--- src/srr_pkg.sv ---
// shared constants and types for the scattered resolver readout
// assumes a 250 MHz system clock and 12-bit unsigned converter codes
package srr_pkg;

    // ****************************************
    // widths and timing
    // ****************************************
    localparam int ADC_W = 12;
    localparam int SUM_W = ADC_W + 4;
    localparam int ANG_W = 16;
    localparam int SQ_W = 2 * SUM_W;
    localparam int CLK_PERIOD_PS = 4000;
    // routing settle time after a crossbar change, least time
    localparam int SETTLE_NS = 2000;
    localparam int SETTLE_CYC = (SETTLE_NS * 1000 + CLK_PERIOD_PS - 1) / CLK_PERIOD_PS;
    localparam int CORDIC_ITER = 15;
    localparam logic [ANG_W-1:0] ANG_PI = 16'h8000;
    localparam logic [ANG_W-1:0] ANG_ZERO = 16'h0000;

    // ****************************************
    // sequencer types
    // ****************************************
    typedef enum logic [1:0] {
        PH_CAL = 2'b00,
        PH_DIR = 2'b01,
        PH_SWP = 2'b10
    } srr_phase_t;

    typedef enum logic [1:0] {
        ST_SETTLE = 2'b00,
        ST_ARM = 2'b01,
        ST_WAIT = 2'b10
    } srr_step_t;

    // arctan(2^-i), full turn = 2^16
    function automatic logic [ANG_W-1:0] srr_atan_step(input logic [3:0] i);
        case (i)
            4'h0: srr_atan_step = 16'h2000;
            4'h1: srr_atan_step = 16'h12E4;
            4'h2: srr_atan_step = 16'h09FB;
            4'h3: srr_atan_step = 16'h0511;
            4'h4: srr_atan_step = 16'h028B;
            4'h5: srr_atan_step = 16'h0146;
            4'h6: srr_atan_step = 16'h00A3;
            4'h7: srr_atan_step = 16'h0051;
            4'h8: srr_atan_step = 16'h0029;
            4'h9: srr_atan_step = 16'h0014;
            4'hA: srr_atan_step = 16'h000A;
            4'hB: srr_atan_step = 16'h0005;
            4'hC: srr_atan_step = 16'h0003;
            4'hD: srr_atan_step = 16'h0001;
            4'hE: srr_atan_step = 16'h0001;
            default: srr_atan_step = 16'h0000;
        endcase
    endfunction : srr_atan_step

endpackage : srr_pkg

--- src/srr_atan2.sv ---
// iterative four-quadrant arctangent, vectoring cordic
// assumes start_i is not raised while busy_o is high; such a start is ignored
`timescale 1ns/10ps
module srr_atan2
    import srr_pkg::*;
#(
    parameter int IN_W = SUM_W,
    parameter int ITER = CORDIC_ITER
) (
    input wire logic clock_i,
    input wire logic sys_rst_i,
    input wire logic start_i,
    input wire logic signed [IN_W-1:0] y_i,
    input wire logic signed [IN_W-1:0] x_i,
    output logic busy_o,
    output logic done_o,
    output logic [ANG_W-1:0] angle_o
);

    // guard bits keep shift truncation well below one angle step
    localparam int GRD = 4;
    localparam int XW = IN_W + 2 + GRD;

    if (ITER < 2 || ITER > 16) begin : g_chk
        $error("srr_atan2: ITER out of range");
    end

    logic signed [XW-1:0] x_q, x_d, y_q, y_d;
    logic [ANG_W-1:0] z_q, z_d;
    logic [3:0] i_q, i_d;
    logic busy_q, busy_d, done_q, done_d;

    always_comb begin
        logic signed [XW-1:0] xs, ys;
        xs = {{2{x_i[IN_W-1]}}, x_i, {GRD{1'b0}}};
        ys = {{2{y_i[IN_W-1]}}, y_i, {GRD{1'b0}}};
        x_d = x_q;
        y_d = y_q;
        z_d = z_q;
        i_d = i_q;
        busy_d = busy_q;
        done_d = 1'b0;
        if (start_i && !busy_q) begin
            // left half plane: pre-rotate by pi so vectoring stays in range
            if (xs < 0) begin
                x_d = -xs;
                y_d = -ys;
                z_d = ANG_PI;
            end else begin
                x_d = xs;
                y_d = ys;
                z_d = ANG_ZERO;
            end
            i_d = 4'h0;
            busy_d = 1'b1;
        end else if (busy_q) begin
            if (y_q >= 0) begin
                x_d = x_q + (y_q >>> i_q);
                y_d = y_q - (x_q >>> i_q);
                z_d = z_q + srr_atan_step(i_q);
            end else begin
                x_d = x_q - (y_q >>> i_q);
                y_d = y_q + (x_q >>> i_q);
                z_d = z_q - srr_atan_step(i_q);
            end
            i_d = i_q + 4'h1;
            if (i_q == 4'(ITER - 1)) begin
                busy_d = 1'b0;
                done_d = 1'b1;
            end
        end
    end

    always_ff @(posedge clock_i or posedge sys_rst_i) begin
        if (sys_rst_i) begin
            x_q <= '0;
            y_q <= '0;
            z_q <= ANG_ZERO;
            i_q <= 4'h0;
            busy_q <= 1'b0;
            done_q <= 1'b0;
        end else begin
            x_q <= x_d;
            y_q <= y_d;
            z_q <= z_d;
            i_q <= i_d;
            busy_q <= busy_d;
            done_q <= done_d;
        end
    end

    assign busy_o = busy_q;
    assign done_o = done_q;
    assign angle_o = z_q;

endmodule : srr_atan2

--- src/srr_readout.sv ---
// scattered resolver readout: crossbar sequencer, offset removal, diagnostics, angle
// assumes converter answers each sample_req_o with one conv_done_i pulse,
// both channels held on separate sample-and-hold paths
//
// Function
// [RULE1] cycle through offset calibration, direct sampling, swapped sampling in order
// [RULE2] calibration: inhibit crossbar, store each channel result as its offset
// [RULE3] direct: first input carries cosine via A, second sine via B
// [RULE4] swapped: swap select routes sine to A, cosine to B; capture both
// [RULE5] routing changes while running without stalling the angle calculation
// [RULE6] sine = B direct + A swapped; cosine = A direct + B swapped
// [RULE7] subtract both stored offsets from summed sine and cosine terms
// [RULE8] angle is four-quadrant arctangent of sine over cosine, full plus/minus pi
// [RULE9] calibration by default only after start-up; configurable per cycle
// [RULE10] after start-up calibration alternate only direct and swapped phases
// [RULE11] phase switching and sampling much faster than resolver signal bandwidth
// [RULE12] check both offsets against configurable bounds; flag failure otherwise
// [RULE13] flag failure when direct and swapped samples differ beyond a maximum
// [RULE14] check sine and cosine amplitudes against bounds; flag failure otherwise
// [RULE15] on failure name the faulty channel; optionally run on healthy one (a RULE13 mismatch raises only diag_fail_o, with no channel flag)
// [RULE16] drive a crossbar inhibit output and a separate swap select output
// [RULE17] sample at excitation peak, once per excitation period
// [RULE18] sample both channels together so results share one instant
// [RULE19] wait a configurable settling interval after each routing change
// [RULE20] result strobe only after a direct and swapped pair is combined
`timescale 1ns/10ps
module srr_readout
    import srr_pkg::*;
#(
    parameter int SETTLE = SETTLE_CYC
) (
    input wire logic clock_i,
    input wire logic sys_rst_i,
    input wire logic exc_peak_i,
    input wire logic conv_done_i,
    input wire logic [ADC_W-1:0] first_converter_input_i,
    input wire logic [ADC_W-1:0] second_converter_input_i,
    input wire logic recal_each_cycle_i,
    input wire logic limp_enable_i,
    input wire logic diag_clear_i,
    input wire logic [ADC_W-1:0] offset_min_i,
    input wire logic [ADC_W-1:0] offset_max_i,
    input wire logic [ADC_W-1:0] diff_max_i,
    input wire logic [SQ_W-1:0] amp_sq_min_i,
    input wire logic [SQ_W-1:0] amp_sq_max_i,
    output logic crossbar_inhibit_o,
    output logic crossbar_swap_o,
    output logic sample_req_o,
    output logic [ANG_W-1:0] angle_o,
    output logic angle_valid_o,
    output logic diag_fail_o,
    output logic fault_chan_a_o,
    output logic fault_chan_b_o,
    output logic limp_mode_o
);

    localparam int CW = $clog2(SETTLE + 1);

    if (SETTLE < 1) begin : g_chk
        $error("srr_readout: SETTLE must be at least one cycle");
    end

    function automatic logic signed [SUM_W-1:0] sx(input logic [ADC_W-1:0] v);
        sx = $signed({{(SUM_W - ADC_W){1'b0}}, v});
    endfunction : sx

    function automatic logic [SUM_W-1:0] absdiff(input logic [ADC_W-1:0] a,
                                                 input logic [ADC_W-1:0] b);
        logic signed [SUM_W-1:0] d;
        d = sx(a) - sx(b);
        absdiff = (d < 0) ? SUM_W'(-d) : SUM_W'(d);
    endfunction : absdiff

    // ****************************************
    // phase sequencer
    // ****************************************
    srr_phase_t phase_q, phase_d;
    srr_step_t step_q, step_d;
    logic [CW-1:0] settle_q, settle_d;
    logic [ADC_W-1:0] off_a_q, off_a_d, off_b_q, off_b_d;
    logic [ADC_W-1:0] a_dir_q, a_dir_d, b_dir_q, b_dir_d;
    logic [ADC_W-1:0] a_swp_q, a_swp_d, b_swp_q, b_swp_d;
    logic inh_q, inh_d, swap_q, swap_d, req_q, req_d, calc_q, calc_d;

    always_comb begin
        phase_d = phase_q;
        step_d = step_q;
        settle_d = settle_q;
        off_a_d = off_a_q;
        off_b_d = off_b_q;
        a_dir_d = a_dir_q;
        b_dir_d = b_dir_q;
        a_swp_d = a_swp_q;
        b_swp_d = b_swp_q;
        req_d = 1'b0;
        calc_d = 1'b0;
        case (step_q)
            ST_SETTLE: begin
                if (settle_q == '0) begin
                    step_d = ST_ARM;
                end else begin
                    settle_d = settle_q - CW'(1); // RULE19
                end
            end
            ST_ARM: begin
                // one request per peak; phases must outpace the resolver // RULE11
                if (exc_peak_i) begin
                    req_d = 1'b1; // RULE17 RULE18
                    step_d = ST_WAIT;
                end
            end
            ST_WAIT: begin
                if (conv_done_i) begin
                    case (phase_q)
                        PH_CAL: begin
                            off_a_d = first_converter_input_i; // RULE2
                            off_b_d = second_converter_input_i; // RULE2
                            phase_d = PH_DIR; // RULE1
                        end
                        PH_DIR: begin
                            a_dir_d = first_converter_input_i; // RULE3
                            b_dir_d = second_converter_input_i; // RULE3
                            phase_d = PH_SWP; // RULE1
                        end
                        default: begin
                            a_swp_d = first_converter_input_i; // RULE4
                            b_swp_d = second_converter_input_i; // RULE4
                            calc_d = 1'b1;
                            // start-up calibration only unless asked // RULE9 RULE10
                            phase_d = recal_each_cycle_i ? PH_CAL : PH_DIR;
                        end
                    endcase
                    step_d = ST_SETTLE;
                    settle_d = CW'(SETTLE - 1); // RULE19
                end
            end
            default: begin
                step_d = ST_SETTLE;
            end
        endcase
        inh_d = (phase_d == PH_CAL); // RULE2 RULE16
        swap_d = (phase_d == PH_SWP); // RULE4 RULE16
    end

    always_ff @(posedge clock_i or posedge sys_rst_i) begin
        if (sys_rst_i) begin
            phase_q <= PH_CAL;
            step_q <= ST_SETTLE;
            settle_q <= CW'(SETTLE - 1);
            off_a_q <= '0;
            off_b_q <= '0;
            a_dir_q <= '0;
            b_dir_q <= '0;
            a_swp_q <= '0;
            b_swp_q <= '0;
            inh_q <= 1'b1;
            swap_q <= 1'b0;
            req_q <= 1'b0;
            calc_q <= 1'b0;
        end else begin
            phase_q <= phase_d;
            step_q <= step_d;
            settle_q <= settle_d;
            off_a_q <= off_a_d;
            off_b_q <= off_b_d;
            a_dir_q <= a_dir_d;
            b_dir_q <= b_dir_d;
            a_swp_q <= a_swp_d;
            b_swp_q <= b_swp_d;
            inh_q <= inh_d;
            swap_q <= swap_d;
            req_q <= req_d;
            calc_q <= calc_d;
        end
    end

    // ****************************************
    // combine, diagnose, angle
    // ****************************************
    logic signed [SUM_W-1:0] sin_t, cos_t, ca_c, ca_s, cb_s, cb_c;
    logic [SQ_W-1:0] amp_a, amp_b;
    logic bad_a, bad_b, bad_diff, use_b, use_a;
    logic signed [SUM_W-1:0] sin_go_q, sin_go_d, cos_go_q, cos_go_d;
    logic go_q, go_d;
    logic fa_q, fa_d, fb_q, fb_d, fail_q, fail_d, limp_q, limp_d;
    logic [ANG_W-1:0] ang_q, ang_d;
    logic val_q, val_d;
    logic cdc_done;
    logic [ANG_W-1:0] cdc_ang;

    always_comb begin
        ca_c = sx(a_dir_q) - sx(off_a_q);
        ca_s = sx(a_swp_q) - sx(off_a_q);
        cb_s = sx(b_dir_q) - sx(off_b_q);
        cb_c = sx(b_swp_q) - sx(off_b_q);
        amp_a = SQ_W'(ca_c) * SQ_W'(ca_c) + SQ_W'(ca_s) * SQ_W'(ca_s);
        amp_b = SQ_W'(cb_s) * SQ_W'(cb_s) + SQ_W'(cb_c) * SQ_W'(cb_c);
        bad_a = (off_a_q < offset_min_i) || (off_a_q > offset_max_i) // RULE12
            || (amp_a < amp_sq_min_i) || (amp_a > amp_sq_max_i); // RULE14
        bad_b = (off_b_q < offset_min_i) || (off_b_q > offset_max_i) // RULE12
            || (amp_b < amp_sq_min_i) || (amp_b > amp_sq_max_i); // RULE14
        bad_diff = (absdiff(a_dir_q, b_swp_q) > {4'h0, diff_max_i}) // RULE13
            || (absdiff(b_dir_q, a_swp_q) > {4'h0, diff_max_i}); // RULE13
        // set wins over a clear in the same cycle
        fa_d = (fa_q && !diag_clear_i) || (calc_q && bad_a); // RULE15
        fb_d = (fb_q && !diag_clear_i) || (calc_q && bad_b); // RULE15
        fail_d = (fail_q && !diag_clear_i) || (calc_q && (bad_a || bad_b || bad_diff));
        // both channels down leaves nothing healthy, so stay on the full pair
        use_b = limp_enable_i && fa_d && !fb_d; // RULE15
        use_a = limp_enable_i && fb_d && !fa_d; // RULE15
        limp_d = use_a || use_b;
        if (use_b) begin
            sin_t = cb_s <<< 1;
            cos_t = cb_c <<< 1;
        end else if (use_a) begin
            sin_t = ca_s <<< 1;
            cos_t = ca_c <<< 1;
        end else begin
            sin_t = sx(b_dir_q) + sx(a_swp_q) - sx(off_a_q) - sx(off_b_q); // RULE6 RULE7
            cos_t = sx(a_dir_q) + sx(b_swp_q) - sx(off_a_q) - sx(off_b_q); // RULE6 RULE7
        end
        go_d = calc_q;
        sin_go_d = calc_q ? sin_t : sin_go_q;
        cos_go_d = calc_q ? cos_t : cos_go_q;
        ang_d = cdc_done ? cdc_ang : ang_q;
        val_d = cdc_done; // RULE20
    end

    always_ff @(posedge clock_i or posedge sys_rst_i) begin
        if (sys_rst_i) begin
            sin_go_q <= '0;
            cos_go_q <= '0;
            go_q <= 1'b0;
            fa_q <= 1'b0;
            fb_q <= 1'b0;
            fail_q <= 1'b0;
            limp_q <= 1'b0;
            ang_q <= ANG_ZERO;
            val_q <= 1'b0;
        end else begin
            sin_go_q <= sin_go_d;
            cos_go_q <= cos_go_d;
            go_q <= go_d;
            fa_q <= fa_d;
            fb_q <= fb_d;
            fail_q <= fail_d;
            limp_q <= limp_d;
            ang_q <= ang_d;
            val_q <= val_d;
        end
    end

    // runs beside the sequencer, so routing keeps moving during the math // RULE5
    srr_atan2 #(
        .IN_W(SUM_W),
        .ITER(CORDIC_ITER)
    ) u_atan2 (
        .clock_i(clock_i),
        .sys_rst_i(sys_rst_i),
        .start_i(go_q), // RULE8
        .y_i(sin_go_q),
        .x_i(cos_go_q),
        .busy_o(),
        .done_o(cdc_done),
        .angle_o(cdc_ang)
    );

    assign crossbar_inhibit_o = inh_q;
    assign crossbar_swap_o = swap_q;
    assign sample_req_o = req_q;
    assign angle_o = ang_q;
    assign angle_valid_o = val_q;
    assign diag_fail_o = fail_q;
    assign fault_chan_a_o = fa_q;
    assign fault_chan_b_o = fb_q;
    assign limp_mode_o = limp_q;

endmodule : srr_readout

--- config.mk ---
export PLATFORM = sky130hd
export DESIGN_NAME = srr_readout
export DESIGN_NICKNAME = d
export VERILOG_FILES = /design/src/srr_pkg.sv /design/src/srr_atan2.sv /design/src/srr_readout.sv
export SDC_FILE = /design/constraint.sdc
export NUM_CORES = 2
export LEC_CHECK = 0
export BUFFER_PORTS_ARGS = -buffer_cell sky130_fd_sc_hd__buf_2
export CAP_MARGIN = 20
export CORE_ASPECT_RATIO = 1.75
export CORE_MARGIN = 10
export CORE_UTILIZATION = 40
export CTS_CLUSTER_SIZE = 24
export DETAILED_ROUTE_END_ITERATION = 6
export PLACE_DENSITY = 0.61
export SYNTH_ARGS = -nofsm -noshare
export SYNTH_HDL_FRONTEND = slang
export SYNTH_SLANG_ARGS = --single-unit
--- constraint.sdc ---
create_clock -name clock_i -period 15.9 [get_ports clock_i]
set_input_delay 3.18 -clock clock_i [delete_from_list [all_inputs] [get_ports clock_i]]
set_output_delay 3.18 -clock clock_i [all_outputs]
set_load 0.1 [all_outputs]
==> qor.yml <==
finish:
  mostFrequentLayoutCells: "inv_1 (1161), fa_1 (726), ha_1 (608), nand2_1 (451), nor2_1 (397)"
  final_cells: 7349
  layout_commonest_cell: "inv_1"
  drive_gt1_frac: 0.0754
  fin_util: 0.433
  nFillCells: 12300
  area_growth_pct: 7.49
  nNetsFinal: 7161
  num_antenna_cells: 0
floorplan:
  core_area_um2: 123000
  start_util: 0.403
  dieWidth_um: 286
  rows: 170
  io_pins: 155
  floorplan.die_area_um2: 139000
  die_y_um: 485
timing:
  worst_slew_pin_slew_ns: 1.12
  hold_viol: 0
  relSlewSlack: 0.250
  rsz0062_at_grt: "no"
  drv_slew: 0
  period_share: 0.933
  max_freq_ghz: 0.0674
  setup_tns_ns: 0
  setup_viol: 0
  fin_crit_ns: 14.83
  skew_ns: 0.0175
grt:
  grt_first_pass_wirelength_um: 248000
  antenna_found_initial: 2
  grt_pass1_vias: 42700
  grt_overflow_total: 0
  grtUsageTotal: 0.232
  grt_max_degree: 89
critical_path:
  cp_max_fo: 23
  critPathKind: "reg2reg"
  crit_path_end: "sin_go_q[1]"
  cp-start-kind: "flop"
  path_buf_inv: 7
  worstRegToRegCells: 44
  rr_endpoint: "sin_go_q[1]"
  rrSetupSlack_ns: 1.07
  arrival_ns: 15.25
  endpoint_kind: "flop"
  path_depth: 44
  crit_slowest_cell: "or4_1"
  slowest_delay_ns: 0.71
  crit_required_ns: 16.32
  r2r_start: "off_a_q[1]"
  cpMostUsedCell: "fa_1"
  critPathTopFamily: "adder cells"
  crit_start: "off_a_q[1]"
power:
  clkPwrFrac: 0.504
  ir_worst_vdd_mv: 0.0732
  power_leakage_uw: 0.0279
  p_seq_frac: 0.414
  sw_frac_of_total: 0.261
  p_int_uw: 939
  pwr_density_cell_nw_per_um2: 23.9
  p_switching_uw: 332
  power.share.combinational: 0.081
job:
  drv_cap: 0
route:
  drtPass1Iterations: 7
  drt_wl_total_um: 162000
  vias_per_cell: 5.41
  ant_nets: 0
  drt_iter0_markers: 2179
  vias: 39800
  drc: 12
  routedWlPerCell_um: 22.0
clocking:
  cts_buffers: 28
  numClockSinks: 207
  clock_tree.buffer_depth: 3
  cts_hold_buf: 0
  cts_root_buffer: "clkbuf_16"
  cts_tree: "done"
  h-tree-depth: 1
  clk_latency_ns: 0.59
  cts_resized: 0
  clk_pin_slew_ns: 0.06
  cts_setup_buffers: 0
placement:
  dp_hpwl_um: 139000
  place_inst: 7297
  portBuffers: 154
  place.gp.congestion: 0.986
run_status:
  status: "finished, violations left"
  violations: "design-rule violations"
synth:
  ys_seq_elements: 207
  syn_area_per_cell_um2: 8.85
  synth.yosys.seq_area_share: 0.105
  synth_edf_count: 0
  yosys_most_used_dff: "dfrtp_1"
  synth-async-reset-ratio: 1.00
  syn_area_um2: 49400
  synth_cell_types: 92
  yosysWarningCount: 0
  syn_inst: 5583
hold_path:
  hp-class: "reg2reg"
cells in the mapped netlist (10+ instances only):
library cell	n	area, um^2
mux2i_1	59	591
o21ai_0	263	1320
nor2b_1	54	338
a21o_1	97	728
o211ai_1	31	233
a31o_2	13	114
o41ai_1	14	123
xnor2_1	211	1850
nand2_1	451	1690
clkinv_1	20	75.1
nand2b_1	61	382
a22o_1	10	87.6
nand4_1	35	219
and3_1	20	125
and2_1	24	150
dfrtp_1	199	4980
a21boi_0	10	75.1
mux2_2	62	698
a211oi_1	36	270
clkbuf_1	105	394
or4_1	10	75.1
or3_1	42	263
fa_1	726	14500
nor2_1	397	1490
o31ai_1	36	270
o22ai_1	28	175
buf_1	14	52.6
or2_2	17	106
nand3_1	50	250
nor3b_1	10	75.1
inv_1	1162	4360
ha_1	608	7610
nand3b_1	23	173
mux4_2	36	811
nor3_1	77	385
a21oi_1	225	1130
o21bai_1	16	120
a31oi_1	22	138
o21a_1	35	263
a211o_1	10	87.6
xor2_1	105	920
registers in the layout, indices dropped and copies added (netlist names), 2 cells and up:
| register | flops |
|---|---|
| step_q | 2 |
| a_swp_q | 12 |
| off_b_q | 12 |
| b_swp_q | 12 |
| phase_q | 2 |
| a_dir_q | 12 |
| b_dir_q | 12 |
| u_atan2.angle_o | 16 |
| cos_go_q | 15 |
| u_atan2.x_q | 22 |
| angle_o | 16 |
| sin_go_q | 15 |
| u_atan2.y_q | 22 |
| u_atan2.i_q | 4 |
| off_a_q | 12 |
| settle_q | 9 |
power groups by stage:
stage	sequential [uW]	clock, uW	combinational, uW
global route	527	674	117
finish	527	642	103
detailed placement	536	0	103
global placement	536	0	100
floorplan	537	0	56.4
CTS	527	656	104
logic make-up after synthesis:
| kind of cell | after synthesis | synth area share |
|---|---|---|
| fa+ha+maj | 1334 | 0.448 |
| buf+inv | 1320 | 0.103 |
| simple gates | 1295 | 0.120 |
| compound gates | 944 | 0.122 |
| xor+xnor | 316 | 0.0560 |
| flops | 207 | 0.105 |
| mux | 166 | 0.0464 |
| other cells | 1 | 0.0000759 |
tightest hold or removal path, stage by stage, from the launching register on:
cell,delay [ns]
dfstp_2,0.37
o31ai_1,0.05
nand2_1,0.05
worst min path at each step:
stage                    from            end  slack [ns]  depth (start not counted)
2_1_floorplan  u_atan2.done_o  angle_valid_o        0.35                          0
3_3_place_gp      settle_q[8]    settle_q[8]        0.46                          2
3_5_place_dp      settle_q[8]    settle_q[8]        0.48                          2
4_1_cts           settle_q[8]    settle_q[8]        0.48                          2
5_1_grt           settle_q[8]    settle_q[8]        0.52                          2
6_report          settle_q[8]    settle_q[8]        0.48                          2
routing by layer:
| layer | up-vias | part of all wire | wire length, um | global-route usage |
|---|---|---|---|---|
| met1 | 19900 | 0.34 | 54600 | 0.234 |
| met5 | - | 0 | 0 | 0 |
| li1 | 18400 | - | - | - |
| met2 | 1097 | 0.54 | 87400 | 0.440 |
| met3 | 446 | 0.037 | 5970 | 0.0226 |
| met4 | 0 | 0.084 | 13600 | 0.160 |
through the flow:
step	hold slack, ns	cell area, um^2	setup slack, ns	total power, uW
after floorplan	0.352	49400	3.54	593
after global placement	0.459	52100	1.18	637
after detailed placement	0.478	52200	0.991	640
after CTS	0.485	53100	0.973	1290
after global routing	0.519	53100	0.312	1320
final	0.479	53100	1.07	1270
layout make-up:
| class | instances | area, um^2 | share of cell area |
|---|---|---|---|
| Tap cell | 1634 | 2040 | 0.0385 |
| Sequential cell | 207 | 5200 | 0.0979 |
| Clock inverter | 15 | 141 | 0.00266 |
| Multi-Input combinational cell | 4057 | 39300 | 0.739 |
| Inverter | 1185 | 4460 | 0.0839 |
| Clock buffer | 34 | 764 | 0.0144 |
| Timing Repair Buffer | 217 | 1250 | 0.0236 |
Note: power is estimated with default switching activity, not from simulation.
